**src/hdl/occ_pkg.sv**
```systemverilog
// occ_pkg: register map, field layout, strap defaults and timing counts
// for the oscillator / pll clock control block.
// assumes a 25 mhz system clock and a plain one-cycle register port.
package occ_pkg;

	localparam int ADDR_W = 8;
	localparam int DATA_W = 32;

	// register byte offsets
	localparam logic [7:0] PLL_CFG_OFS = 8'h00;
	localparam logic [7:0] STATUS_OFS  = 8'h04;
	localparam logic [7:0] RATIO_OFS   = 8'h08;
	localparam logic [7:0] TIMER_OFS   = 8'h0c;
	localparam logic [7:0] CB_CTRL_OFS = 8'h10;
	localparam logic [7:0] PORT_CB_OFS = 8'h14;

	// pll configuration fields
	localparam int F_LSB  = 0;
	localparam int F_W    = 12;
	localparam int R_LSB  = 12;
	localparam int R_W    = 6;
	localparam int OD_LSB = 18;
	localparam int OD_W   = 3;

	typedef struct packed {
		logic [OD_W-1:0] pll_output_divider;
		logic [R_W-1:0]  in_div;
		logic [F_W-1:0]  fb;
	} occ_pll_cfg_t;

	// strap code {hi, lo} defaults
	localparam occ_pll_cfg_t PLL_DEF_00 = '{3'h1, 6'h00, 12'h07a};
	localparam occ_pll_cfg_t PLL_DEF_01 = '{3'h2, 6'h00, 12'h017};
	localparam occ_pll_cfg_t PLL_DEF_10 = '{3'h2, 6'h00, 12'h031};
	localparam occ_pll_cfg_t PLL_DEF_11 = '{3'h2, 6'h00, 12'h077};

	// status bits
	localparam int ST_EXT_BIT   = 0;
	localparam int ST_CODE_LSB  = 1;
	localparam int ST_SWCFG_BIT = 3;
	localparam int ST_LOWR_BIT  = 4;

	// ratio register fields
	localparam int NUM_LSB = 0;
	localparam int NUM_W   = 13;
	localparam int DEN_LSB = 16;
	localparam int DEN_W   = 12;

	// clock block control fields
	localparam int CB_SRC_BIT   = 0;
	localparam int CB_PINEN_BIT = 1;
	localparam int CB_DIV_LSB   = 8;
	localparam int CB_DIV_W     = 8;
	localparam logic [CB_DIV_W-1:0] CB_DIV_RST = 8'h00;

	// oscillator figures
	localparam int ROSC_HZ    = 20_000_000;
	localparam int LOWRATE_HZ = 31_250;

	// timing
	localparam int CLK_PERIOD_NS = 40;
	localparam int REF_TICK_NS   = 10;
	localparam int TIMER_STEP    = CLK_PERIOD_NS / REF_TICK_NS;
	localparam int TIMER_W       = 32;

	typedef enum logic [1:0] {
		CB_FROM_REF = 2'b01,
		CB_FROM_PIN = 2'b10
	} occ_cb_src_t;

endpackage : occ_pkg

```
**src/hdl/occ_clock_ctrl.sv**
```systemverilog
// occ_clock_ctrl: oscillator selection, strap driven pll defaults,
// reference timer and clock block 0 with port binding.
// assumes straps are pins (synchronised here) and a 25 mhz clk_i.
//
// Our own choices: the placing of the registers and the plain strobed port.
`timescale 1ns/1ns
module occ_clock_ctrl #(
	parameter int NUM_PORTS = 8,
	parameter int CB_SEL_W  = 2
) (
	input  wire logic                              clk_i,
	input  wire logic                              rst_i,
	input  wire logic [occ_pkg::ADDR_W-1:0]        bus_addr_i,
	input  wire logic [occ_pkg::DATA_W-1:0]        bus_wdata_i,
	input  wire logic                              bus_wr_i,
	input  wire logic                              bus_rd_i,
	output logic      [occ_pkg::DATA_W-1:0]        bus_rdata_o,
	input  wire logic                              osc_source_select_n_i,
	input  wire logic                              freq_range_strap_lo_i,
	input  wire logic                              freq_range_strap_hi_i,
	input  wire logic                              low_power_i,
	output logic                                   xtal_osc_en_o,
	output logic                                   rosc20_en_o,
	output logic                                   lowrate_osc_en_o,
	output logic                                   rtc_clk_lowrate_o,
	output logic                                   main_osc_ext_o,
	output occ_pkg::occ_pll_cfg_t                  pll_cfg_o,
	output logic      [occ_pkg::NUM_W-1:0]         tile_ratio_num_o,
	output logic      [occ_pkg::DEN_W-1:0]         tile_ratio_den_o,
	output logic      [occ_pkg::TIMER_W-1:0]       ref_time_o,
	input  wire logic                              clkblk_pin_i,
	output logic                                   clkblk_pin_o,
	output logic                                   clkblk_pin_oe_o,
	output logic                                   clkblk_clk_o,
	output logic      [NUM_PORTS*CB_SEL_W-1:0]     port_clkblk_o
);

	localparam int PB_W = NUM_PORTS * CB_SEL_W;
	localparam int NSYNC = 4;

	generate
		if (PB_W > occ_pkg::DATA_W || CB_SEL_W < 1 || NUM_PORTS < 1) begin : g_bad
			$error("occ_clock_ctrl: port binding does not fit one register");
		end
	endgenerate

	// ---------------------------------------------------------------
	// pin synchronisers: osc select, strap lo, strap hi, clock pin
	// ---------------------------------------------------------------
	logic [NSYNC-1:0] pin_raw;
	logic [NSYNC-1:0] pin_s1_reg;
	logic [NSYNC-1:0] pin_s2_reg;

	assign pin_raw = {clkblk_pin_i, freq_range_strap_hi_i,
		freq_range_strap_lo_i, osc_source_select_n_i};

	genvar gi;
	generate
		for (gi = 0; gi < NSYNC; gi++) begin : g_sync
			// data-path flops: no reset, so the pin level is never masked
			always_ff @(posedge clk_i) begin
				pin_s1_reg[gi] <= pin_raw[gi];
				pin_s2_reg[gi] <= pin_s1_reg[gi];
			end
		end
	endgenerate

	logic       osc_n_s;
	logic [1:0] code_s;
	logic       ext_clk_s;

	assign osc_n_s   = pin_s2_reg[0];
	assign code_s    = pin_s2_reg[2:1];
	assign ext_clk_s = pin_s2_reg[3];

	// ---------------------------------------------------------------
	// strap capture: sampled all through reset, frozen at release
	// ---------------------------------------------------------------
	logic       ext_sel_reg;
	logic [1:0] strap_code_reg;

	always_ff @(posedge clk_i) begin
		if (rst_i) begin
			ext_sel_reg    <= ~osc_n_s;
			strap_code_reg <= code_s;
		end
	end

	function automatic occ_pkg::occ_pll_cfg_t strap_default(input logic [1:0] code);
		occ_pkg::occ_pll_cfg_t cfg;
		cfg = occ_pkg::PLL_DEF_00;
		case (code)
			2'h0: begin
				cfg = occ_pkg::PLL_DEF_00;
			end
			2'h1: begin
				cfg = occ_pkg::PLL_DEF_01;
			end
			2'h2: begin
				cfg = occ_pkg::PLL_DEF_10;
			end
			default: begin
				cfg = occ_pkg::PLL_DEF_11;
			end
		endcase
		return cfg;
	endfunction : strap_default

	// ---------------------------------------------------------------
	// register writes
	// ---------------------------------------------------------------
	occ_pkg::occ_pll_cfg_t   pll_cfg_reg;
	logic                    sw_cfg_reg;
	logic [CB_SEL_W-1:0]     cb_sel_dummy;
	logic                    cb_src_pin_reg;
	logic                    cb_pin_en_reg;
	logic [occ_pkg::CB_DIV_W-1:0] cb_div_reg;
	logic [PB_W-1:0]         port_cb_reg;

	logic wr_pll;
	logic wr_cb;
	logic wr_pb;

	always_comb begin
		wr_pll = 1'b0;
		wr_cb  = 1'b0;
		wr_pb  = 1'b0;
		if (bus_addr_i == occ_pkg::PLL_CFG_OFS) begin
			wr_pll = bus_wr_i;
		end else if (bus_addr_i == occ_pkg::CB_CTRL_OFS) begin
			wr_cb = bus_wr_i;
		end else if (bus_addr_i == occ_pkg::PORT_CB_OFS) begin
			wr_pb = bus_wr_i;
		end
	end

	assign cb_sel_dummy = '0;

	always_ff @(posedge clk_i) begin
		if (rst_i) begin
			pll_cfg_reg <= strap_default(code_s);
			sw_cfg_reg  <= 1'b0;
		end else if (wr_pll) begin
			pll_cfg_reg.fb <= bus_wdata_i[occ_pkg::F_LSB +: occ_pkg::F_W];
			pll_cfg_reg.in_div <= bus_wdata_i[occ_pkg::R_LSB +: occ_pkg::R_W];
			pll_cfg_reg.pll_output_divider <=
				bus_wdata_i[occ_pkg::OD_LSB +: occ_pkg::OD_W];
			sw_cfg_reg <= 1'b1;
		end
	end

	always_ff @(posedge clk_i) begin
		if (rst_i) begin
			cb_src_pin_reg <= 1'b0;
			cb_pin_en_reg  <= 1'b0;
			cb_div_reg     <= occ_pkg::CB_DIV_RST;
		end else if (wr_cb) begin
			cb_src_pin_reg <= bus_wdata_i[occ_pkg::CB_SRC_BIT];
			cb_pin_en_reg  <= bus_wdata_i[occ_pkg::CB_PINEN_BIT];
			cb_div_reg     <= bus_wdata_i[occ_pkg::CB_DIV_LSB +: occ_pkg::CB_DIV_W];
		end
	end

	always_ff @(posedge clk_i) begin
		if (rst_i) begin
			port_cb_reg <= {NUM_PORTS{cb_sel_dummy}};
		end else if (wr_pb) begin
			port_cb_reg <= bus_wdata_i[PB_W-1:0];
		end
	end

	// ---------------------------------------------------------------
	// oscillator steering
	// ---------------------------------------------------------------
	logic xtal_en_reg;
	logic rosc_en_reg;
	logic lowr_en_reg;
	logic rtc_lowr_reg;
	logic main_ext_reg;

	always_ff @(posedge clk_i) begin
		if (rst_i) begin
			xtal_en_reg  <= 1'b0;
			rosc_en_reg  <= 1'b1;
			lowr_en_reg  <= 1'b0;
			rtc_lowr_reg <= 1'b0;
			main_ext_reg <= 1'b0;
		end else begin
			xtal_en_reg  <= ext_sel_reg;
			rosc_en_reg  <= ~ext_sel_reg;
			lowr_en_reg  <= low_power_i;
			rtc_lowr_reg <= low_power_i;
			// analog node and pll reference share the selected oscillator
			main_ext_reg <= ext_sel_reg;
		end
	end

	// ---------------------------------------------------------------
	// tile ratio: num / den = (fb+1) / (2 (r+1) (od+1))
	// ---------------------------------------------------------------
	logic [occ_pkg::NUM_W-1:0] num_reg;
	logic [occ_pkg::DEN_W-1:0] den_reg;
	logic [6:0]                r_p1;
	logic [3:0]                od_p1;
	logic [10:0]               r_od;

	assign r_p1  = {1'b0, pll_cfg_reg.in_div} + 7'h01;
	assign od_p1 = {1'b0, pll_cfg_reg.pll_output_divider} + 4'h1;
	assign r_od  = 11'(r_p1 * od_p1);

	always_ff @(posedge clk_i) begin
		if (rst_i) begin
			num_reg <= '0;
			den_reg <= '0;
		end else begin
			num_reg <= {1'b0, pll_cfg_reg.fb} + 13'h0001;
			den_reg <= {r_od, 1'b0};
		end
	end

	// ---------------------------------------------------------------
	// reference timer: 4 ticks of 10 ns per 40 ns system cycle
	// ---------------------------------------------------------------
	logic [occ_pkg::TIMER_W-1:0] timer_val;

	occ_ref_timer #(
		.WIDTH (occ_pkg::TIMER_W),
		.STEP  (occ_pkg::TIMER_STEP)
	) u_timer (
		.clk_i   (clk_i),
		.rst_i   (rst_i),
		.count_o (timer_val)
	);

	// ---------------------------------------------------------------
	// clock block 0
	// ---------------------------------------------------------------
	occ_pkg::occ_cb_src_t         cb_state_reg;
	logic [occ_pkg::CB_DIV_W-1:0] cb_cnt_reg;
	logic                         cb_clk_reg;
	logic                         cb_pin_reg;
	logic                         cb_oe_reg;

	always_ff @(posedge clk_i) begin
		if (rst_i) begin
			cb_state_reg <= occ_pkg::CB_FROM_REF;
		end else begin
			case (cb_state_reg)
				occ_pkg::CB_FROM_REF: begin
					if (cb_src_pin_reg) begin
						cb_state_reg <= occ_pkg::CB_FROM_PIN;
					end
				end
				occ_pkg::CB_FROM_PIN: begin
					if (!cb_src_pin_reg) begin
						cb_state_reg <= occ_pkg::CB_FROM_REF;
					end
				end
				default: begin
					cb_state_reg <= occ_pkg::CB_FROM_REF;
				end
			endcase
		end
	end

	always_ff @(posedge clk_i) begin
		if (rst_i) begin
			cb_cnt_reg <= '0;
			cb_clk_reg <= 1'b0;
		end else if (cb_state_reg == occ_pkg::CB_FROM_PIN) begin
			cb_cnt_reg <= '0;
			cb_clk_reg <= ext_clk_s;
		end else if (cb_cnt_reg >= cb_div_reg) begin
			// a shrinking divider never strands the count above it
			cb_cnt_reg <= '0;
			cb_clk_reg <= ~cb_clk_reg;
		end else begin
			cb_cnt_reg <= cb_cnt_reg + 8'h01;
		end
	end

	// pin output is dropped while the pin is the source, to avoid a loop
	always_ff @(posedge clk_i) begin
		if (rst_i) begin
			cb_pin_reg <= 1'b0;
			cb_oe_reg  <= 1'b0;
		end else begin
			cb_pin_reg <= cb_clk_reg;
			cb_oe_reg  <= cb_pin_en_reg & ~cb_src_pin_reg;
		end
	end

	// ---------------------------------------------------------------
	// register reads: data in the cycle after the strobe only
	// ---------------------------------------------------------------
	logic [occ_pkg::DATA_W-1:0] rd_value;
	logic [occ_pkg::DATA_W-1:0] rdata_reg;

	always_comb begin
		rd_value = '0;
		if (bus_addr_i == occ_pkg::PLL_CFG_OFS) begin
			rd_value[occ_pkg::F_LSB +: occ_pkg::F_W]   = pll_cfg_reg.fb;
			rd_value[occ_pkg::R_LSB +: occ_pkg::R_W]   = pll_cfg_reg.in_div;
			rd_value[occ_pkg::OD_LSB +: occ_pkg::OD_W] =
				pll_cfg_reg.pll_output_divider;
		end else if (bus_addr_i == occ_pkg::STATUS_OFS) begin
			rd_value[occ_pkg::ST_EXT_BIT]         = ext_sel_reg;
			rd_value[occ_pkg::ST_CODE_LSB +: 2]   = strap_code_reg;
			rd_value[occ_pkg::ST_SWCFG_BIT]       = sw_cfg_reg;
			rd_value[occ_pkg::ST_LOWR_BIT]        = lowr_en_reg;
		end else if (bus_addr_i == occ_pkg::RATIO_OFS) begin
			rd_value[occ_pkg::NUM_LSB +: occ_pkg::NUM_W] = num_reg;
			rd_value[occ_pkg::DEN_LSB +: occ_pkg::DEN_W] = den_reg;
		end else if (bus_addr_i == occ_pkg::TIMER_OFS) begin
			rd_value = timer_val;
		end else if (bus_addr_i == occ_pkg::CB_CTRL_OFS) begin
			rd_value[occ_pkg::CB_SRC_BIT]   = cb_src_pin_reg;
			rd_value[occ_pkg::CB_PINEN_BIT] = cb_pin_en_reg;
			rd_value[occ_pkg::CB_DIV_LSB +: occ_pkg::CB_DIV_W] = cb_div_reg;
		end else if (bus_addr_i == occ_pkg::PORT_CB_OFS) begin
			rd_value[PB_W-1:0] = port_cb_reg;
		end
	end

	always_ff @(posedge clk_i) begin
		if (rst_i) begin
			rdata_reg <= '0;
		end else if (bus_rd_i) begin
			rdata_reg <= rd_value;
		end else begin
			rdata_reg <= '0;
		end
	end

	// ---------------------------------------------------------------
	// outputs
	// ---------------------------------------------------------------
	assign bus_rdata_o       = rdata_reg;
	assign xtal_osc_en_o     = xtal_en_reg;
	assign rosc20_en_o       = rosc_en_reg;
	assign lowrate_osc_en_o  = lowr_en_reg;
	assign rtc_clk_lowrate_o = rtc_lowr_reg;
	assign main_osc_ext_o    = main_ext_reg;
	// pll settings feed switch, tile and reference
	assign pll_cfg_o         = pll_cfg_reg;
	assign tile_ratio_num_o  = num_reg;
	assign tile_ratio_den_o  = den_reg;
	assign ref_time_o        = timer_val;
	assign clkblk_pin_o      = cb_pin_reg;
	assign clkblk_pin_oe_o   = cb_oe_reg;
	assign clkblk_clk_o      = cb_clk_reg;
	assign port_clkblk_o     = port_cb_reg;

endmodule : occ_clock_ctrl

```
**src/hdl/occ_ref_timer.sv**
```systemverilog
// occ_ref_timer: free running processor timer counting reference ticks.
// assumes one system clock spans step reference ticks.
`timescale 1ns/1ns
module occ_ref_timer #(
	parameter int WIDTH = 32,
	parameter int STEP  = 4
) (
	input  wire logic             clk_i,
	input  wire logic             rst_i,
	output logic      [WIDTH-1:0] count_o
);

	localparam logic [WIDTH-1:0] STEP_V = WIDTH'(STEP);

	logic [WIDTH-1:0] count_reg;

	generate
		if (STEP < 1 || WIDTH < 2) begin : g_bad
			$error("occ_ref_timer: bad step or width");
		end
	endgenerate

	always_ff @(posedge clk_i) begin
		if (rst_i) begin
			count_reg <= '0;
		end else begin
			count_reg <= count_reg + STEP_V;
		end
	end

	assign count_o = count_reg;

endmodule : occ_ref_timer

```
**config.mk**
```make
export PLATFORM = sky130hd
export DESIGN_NAME = occ_clock_ctrl
export DESIGN_NICKNAME = d
export VERILOG_FILES = /design/src/hdl/occ_pkg.sv /design/src/hdl/occ_clock_ctrl.sv /design/src/hdl/occ_ref_timer.sv
export SDC_FILE = /design/constraint.sdc
export NUM_CORES = 1
export LEC_CHECK = 0
export BUFFER_PORTS_ARGS = -buffer_cell sky130_fd_sc_hd__buf_2
export CORE_ASPECT_RATIO = 2
export CORE_MARGIN = 2
export CORE_UTILIZATION = 49
export DETAILED_ROUTE_END_ITERATION = 10
export PLACE_DENSITY = 0.77
export SYNTH_ARGS = -nofsm -noshare
export SYNTH_HDL_FRONTEND = slang
export SYNTH_SLANG_ARGS = --single-unit
```
**constraint.sdc**
```tcl
create_clock -name clk_i -period 3.9 [get_ports clk_i]
set_clock_uncertainty 0.2 [all_clocks]
set_input_delay 0.195 -clock clk_i [delete_from_list [all_inputs] [get_ports clk_i]]
set_output_delay 0.195 -clock clk_i [all_outputs]
set_load 0.01 [all_outputs]
```
Word-level counts from Yosys, hierarchy flattened
Cells that the tools add are included.
{"block": "classes", "add_sub_neg": 5, "mul": 1, "n_div": 0, "magnitude_cmp": 1, "n_eq_ne": 11, "n_shift": 0, "n_mux": 26, "n_bitwise": 7, "n_reduce_logical": 9}
{"op": "$mux W16", "n": 4}
{"op": "$mux W21", "n": 3}
{"op": "$pmux W20 S3", "n": 1}
{"op": "$add A32 B3 Y32 const B", "n": 1}
{"op": "$eq A8 B4 Y1 const B", "n": 2}
{"op": "$eq A8 B5 Y1 const B", "n": 2}
{"op": "$add A12 B1 Y13 const B", "n": 1}
{"op": "$mux W13", "n": 1}
{"op": "$mux W12", "n": 1}
{"op": "$mul A7 B4 Y11", "n": 1}
{"op": "$add A8 B1 Y8 const B", "n": 1}
{"op": "$eq A8 B3 Y1 const B", "n": 1}
{"op": "$ge A8 B8 Y1", "n": 1}
{"op": "$logic_not A8 Y1", "n": 1}
{"op": "$mux W1", "n": 8}
{"op": "$mux W8", "n": 1}
{"op": "$add A6 B1 Y7 const B", "n": 1}
{"op": "$mux W2", "n": 3}
{"op": "$mux W6", "n": 1}
{"op": "$not A1 Y1", "n": 6}
{"op": "$reduce_or A6 Y1", "n": 1}
{"op": "$mux W5", "n": 1}
{"op": "$add A3 B1 Y4 const B", "n": 1}
{"op": "$eq A2 B1 Y1 const B", "n": 2}
{"op": "other kinds (11)", "n": 14}
{"block": "totals", "reg_bits": 164, "latch_bits": 0, "mem_bits_rw": 0, "romBits": 0, "in_bits": 49, "out_inout_bits": 134, "memories": 0}

Longest topological paths before layout
{"block": "depth", "word_depth": 7, "depth_mapped": 14}

Cells and area by module
Synthesis repeated with hierarchy kept, for this count alone.
{"block": "hier_totals", "cells_unflattened": 792, "area_unflattened_um2": 7601.0}
{"mod": "occ_clock_ctrl", "n_inst": 1, "cells_each": 623, "area_each_um2": 6147.1, "seq_area_each_um2": 2862.7}
{"mod": "occ_ref_timer", "n_inst": 1, "cells_each": 169, "area_each_um2": 1453.9, "seq_area_each_um2": 600.6}

Worst setup path before layout
OpenSTA, ideal clock, no wires.
{"block": "synth_path", "kind": "register to register", "startpoint": "register pll_cfg_reg (netlist bit pll_cfg_o[19])", "endpoint": "register den_reg (netlist bit tile_ratio_den_o[11])", "t_arrival_ns": 3.846, "setup_slack_ns": -0.267, "path_stages_with_launch": 14, "path_buffers": 0, "period_less_slack_ns": 4.167, "path_cell_list": "edfxtp_1 ha_1 xnor2_1 nor2_1 fa_1 inv_1 fa_1 inv_1 ha_1 nor2b_1 o31a_1 or4_1 a31oi_1 mux2_2"}
{"block": "synth_between", "elab_chain_len": 2}
{"element": "from (decl)", "line": "occ_clock_ctrl.sv:112", "text": "occ_pkg::occ_pll_cfg_t pll_cfg_reg;"}
{"element": "from (signal assigned)", "line": "occ_clock_ctrl.sv:141", "text": "pll_cfg_reg <= strap_default(code_s);"}
{"element": "$add A3 B1 Y4", "line": "occ_clock_ctrl.sv:208", "text": "assign od_p1 = {1'b0, pll_cfg_reg.pll_output_divider} + 4'h1;"}
{"element": "$mul A7 B4 Y11", "line": "occ_clock_ctrl.sv:209", "text": "assign r_od = 11'(r_p1 * od_p1);"}
{"element": "to (signal assigned)", "line": "occ_clock_ctrl.sv:217", "text": "den_reg <= {r_od, 1'b0};"}
{"element": "to (decl)", "line": "occ_clock_ctrl.sv:202", "text": "logic [occ_pkg::DEN_W-1:0] den_reg;"}
No other way between the ends.
A chain may end at the register's enable or synchronous reset.

Worst setup path in the final report
{"block": "layout_path", "startpoint": "register pll_cfg_reg (netlist bit pll_cfg_o[12])", "endpoint": "register den_reg (netlist bit tile_ratio_den_o[11])"}
{"block": "layout_between", "elab_chain_len": 2}
{"element": "$add A6 B1 Y7", "line": "occ_clock_ctrl.sv:207", "text": "assign r_p1 = {1'b0, pll_cfg_reg.in_div} + 7'h01;"}
{"element": "$mul A7 B4 Y11", "line": "occ_clock_ctrl.sv:209"}
No other way between the ends.

==> flow_summary.toml <==
[run_status]
status = "complete, but fails checks"
violations = "negative setup slack"

[logic_synthesis]
yosys.area_share.simple = 0.2206
synth.ff_latch_count = 161
synth_area_leaders = "dfxtp_1 37%, edfxtp_1 9.6%, ha_1 5.7%"
syn_inst = 802
yosys_most_used_dff = "dfxtp_1"
synth_top_cell_area_share = 0.3658
ys_seq_area_frac = 0.4619
synth_top_family_by_area = "simple AND/OR/NAND/NOR gates"
synth_edf_count = 24
synth_cell_types = 58
synth.most_common_cell = "dfxtp_1"
synth_fa_ha_area_frac = 0.08343
synth_compound_area_frac = 0.1021
netlist_area_um2 = 7498
synthMuxAreaShare = 0.03921
synth-xor-area-share = 0.05023
avgSynthCellArea_um2 = 9.350
synthArstFlopShare = 0
synth_warnings = 0
yosysTopAreaCell = "dfxtp_1"
synth_commonest_cells = "137 x dfxtp_1, 99 x nor2_1, 90 x nand2_1"

[routing]
avgViaCountPerCell = 5.456
drt_iter0_drc = 385
dr.pass1.iters = 6
wire_per_inst_um = 16.79
post-route-drc-count = 0
drtAntennaViolNets = 0
drt-total-wl_mm = 20.45
vias = 6645

[power_and_ir_drop]
finalPower_w = 0.004063
ir_drop_mv = 0.3424
p_per_area_nw_per_um2 = 422.4
p_leak_nw = 4.210

[sta]
worst_slew_pin_slew_ns = 0.9184
timing.fmax_mhz = 245.3
tns_ns = -0.1764
maxSlewViolCount = 0
hold_violations = 0
relSlewSlack = 0.3877
grt_setup_unrepaired = "yes"
final.min_clock_period_ns = 4.076
fin_ws_ns = -0.1764
layout_worst_path_cycle_share = 1.045
setup_viol = 1

[min_path]
hp-class = "in2reg"
hold_path_end = "bus_rdata_o[16]$_SDFF_PP0_"
hold_depth = 3
hp-start = "bus_addr_i[3]"

[clocking]
clkSinkCount = 161
insertion_delay_ns = 0.44
path_clk_slew_ns = 0.08
root_buffer = "clkbuf_16"
cts_buffers = 17
h-tree-depth = 4
cts_tree = "done"
cts.path.max_buffers = 2

[global_route]
grt_max_degree = 64
grt_pass1_vias = 6267
grt.overflow.total = 0
track_usage = 0.2470
antenna_found_initial = 0
grt_pass1_wl_mm = 31.71

[critical_path]
cp_data_arrival_time_ns = 4.20
required_ns = 4.02
reg2reg_from = "pll_cfg_o[12]$_SDFFCE_PP0P_"
worstSetupStartpointType = "flip-flop"
r2r_setup_slack_ns = -0.18
reg2reg_depth = 13
reg2reg_to = "tile_ratio_den_o[11]$_SDFF_PP0_"
critPathCaptureType = "flip-flop"
critical_path_class = "reg2reg"
cp_max_fo = 4

[layout]
fin_cells = 1218
layout-drive-gt1-share = 0.2637
finalNetCount = 1100
seq_area_um2 = 3463
syn2layout_area_growth_pct = 28.27
antenna_cells = 0
multiInputGateArea_um2 = 3896
largest_reg_flops = 32
n_fill_cell = 1221

[die]
fp.dieArea_um2 = 16370
io-pin-count = 183
start_util = 0.4955
dieWidth_um = 91.47
die_y_um = 178.9
core_area_um2 = 15130
row_count = 64

[placement]
post-place-cells = 1155
portBuffers = 168
place_hpwl_mm = 14.58
globalplace.congestion = 0.8760

[flow_run]
drv_cap = 0
-- cell usage in the layout, fill, tap and decap left out, types with 6 or more instances in the layout --
cell type,count
a211oi_1,6
a21oi_1,52
a221o_1,7
and2_1,6
and3_1,8
buf_2,167
buf_4,26
clkbuf_16,18
dfxtp_1,137
dlygate4sd3_1,28
edfxtp_1,24
fa_1,9
ha_1,29
inv_1,32
inv_6,7
mux2i_1,26
nand2_1,90
nand2b_1,8
nand3_1,21
nand4_1,11
nor2_1,96
nor2b_1,30
nor3_1,14
o21ai_0,17
o22ai_1,8
or2_2,9
or4_1,6
xnor2_1,12
xor2_1,27
-- how the worst max path moves through the flow --
| stage | cells after the start | to | startpoint |
|---|---|---|---|
| 3_5_place_dp | 14 | tile_ratio_den_o[11]$_SDFF_PP0_ | pll_cfg_o[12]$_SDFFCE_PP0P_ |
| 3_3_place_gp | 14 | tile_ratio_den_o[11]$_SDFF_PP0_ | pll_cfg_o[12]$_SDFFCE_PP0P_ |
| 5_1_grt | 14 | tile_ratio_den_o[11]$_SDFF_PP0_ | pll_cfg_o[12]$_SDFFCE_PP0P_ |
| 4_1_cts | 14 | tile_ratio_den_o[11]$_SDFF_PP0_ | pll_cfg_o[12]$_SDFFCE_PP0P_ |
| 2_1_floorplan | 13 | tile_ratio_den_o[11]$_SDFF_PP0_ | pll_cfg_o[12]$_SDFFCE_PP0P_ |
| 6_report | 13 | tile_ratio_den_o[11]$_SDFF_PP0_ | pll_cfg_o[12]$_SDFFCE_PP0P_ |
-- critical path, cell delays in order, from the launching register on --
cell      delay [ns]
edfxtp_1        0.53
ha_4            0.26
xnor2_4         0.21
nor2_2          0.06
fa_1            0.49
inv_2           0.04
fa_1            0.52
inv_1           0.06
ha_4            0.21
nor2b_1         0.13
o31a_1          0.25
or4_1           0.40
a31oi_1         0.23
mux2_2          0.36
-- timing repair --
| item | CTS | global route |
|---|---|---|
| resized for setup | 0 | 9 |
| buffers inserted | 0 | 3 |
| endpoints found under the hold margin | 68 | 0 |
| pin swaps | 0 | 11 |
| hold buffers | 28 | 0 |
| setup endpoints to repair | 1 | 3 |
-- layer usage --
| metal | vias up | track usage | part of all wire |
|---|---|---|---|
| met1 | 3123 | 0.3092 | 0.41 |
| met4 | 0 | 0.1061 | 0.025 |
| met5 | - | 0 | 0 |
| li1 | 3150 | - | - |
| met2 | 332 | 0.4020 | 0.48 |
| met3 | 40 | 0.06389 | 0.082 |
-- cells by family after synthesis --
group / after synthesis
buffers and inverters: 73
AND/OR/NAND/NOR: 330
AO/OA/AOI/OAI: 121
flip-flops: 161
adder cells (fa/ha/maj): 44
multiplexers: 29
XOR/XNOR: 43
other: 1
-- power breakdown --
part           switching (W)  internal (W)  total, W
registers          0.0000651       0.00175   0.00182
clock network       0.000751      0.000877   0.00163
logic               0.000322      0.000294  0.000616
-- cell type report --
type	instances	area share
Clock buffer	19	0.04722
Clock inverter	13	0.01145
Inverter	36	0.01405
Multi-Input combinational cell	570	0.4051
Sequential cell	161	0.3601
Tap cell	198	0.02576
Timing Repair Buffer	221	0.1363
-- through the flow --
stage | setup WS (ns) | hold WS (ns) | cell area [um^2] | util
2_1_floorplan | -0.001227 | 0.02272 | 7656 | -
3_3_place_gp | -0.007605 | 0.09801 | 8722 | 0.5763
3_5_place_dp | -0.07073 | 0.09900 | 8722 | 0.5763
4_1_cts | -0.1116 | 0.08082 | 9567 | 0.6321
5_1_grt | -0.2000 | 0.1267 | 9618 | 0.6355
6_report | -0.1764 | 0.1216 | 9618 | 0.6355
(Power assumes the default switching activity.)
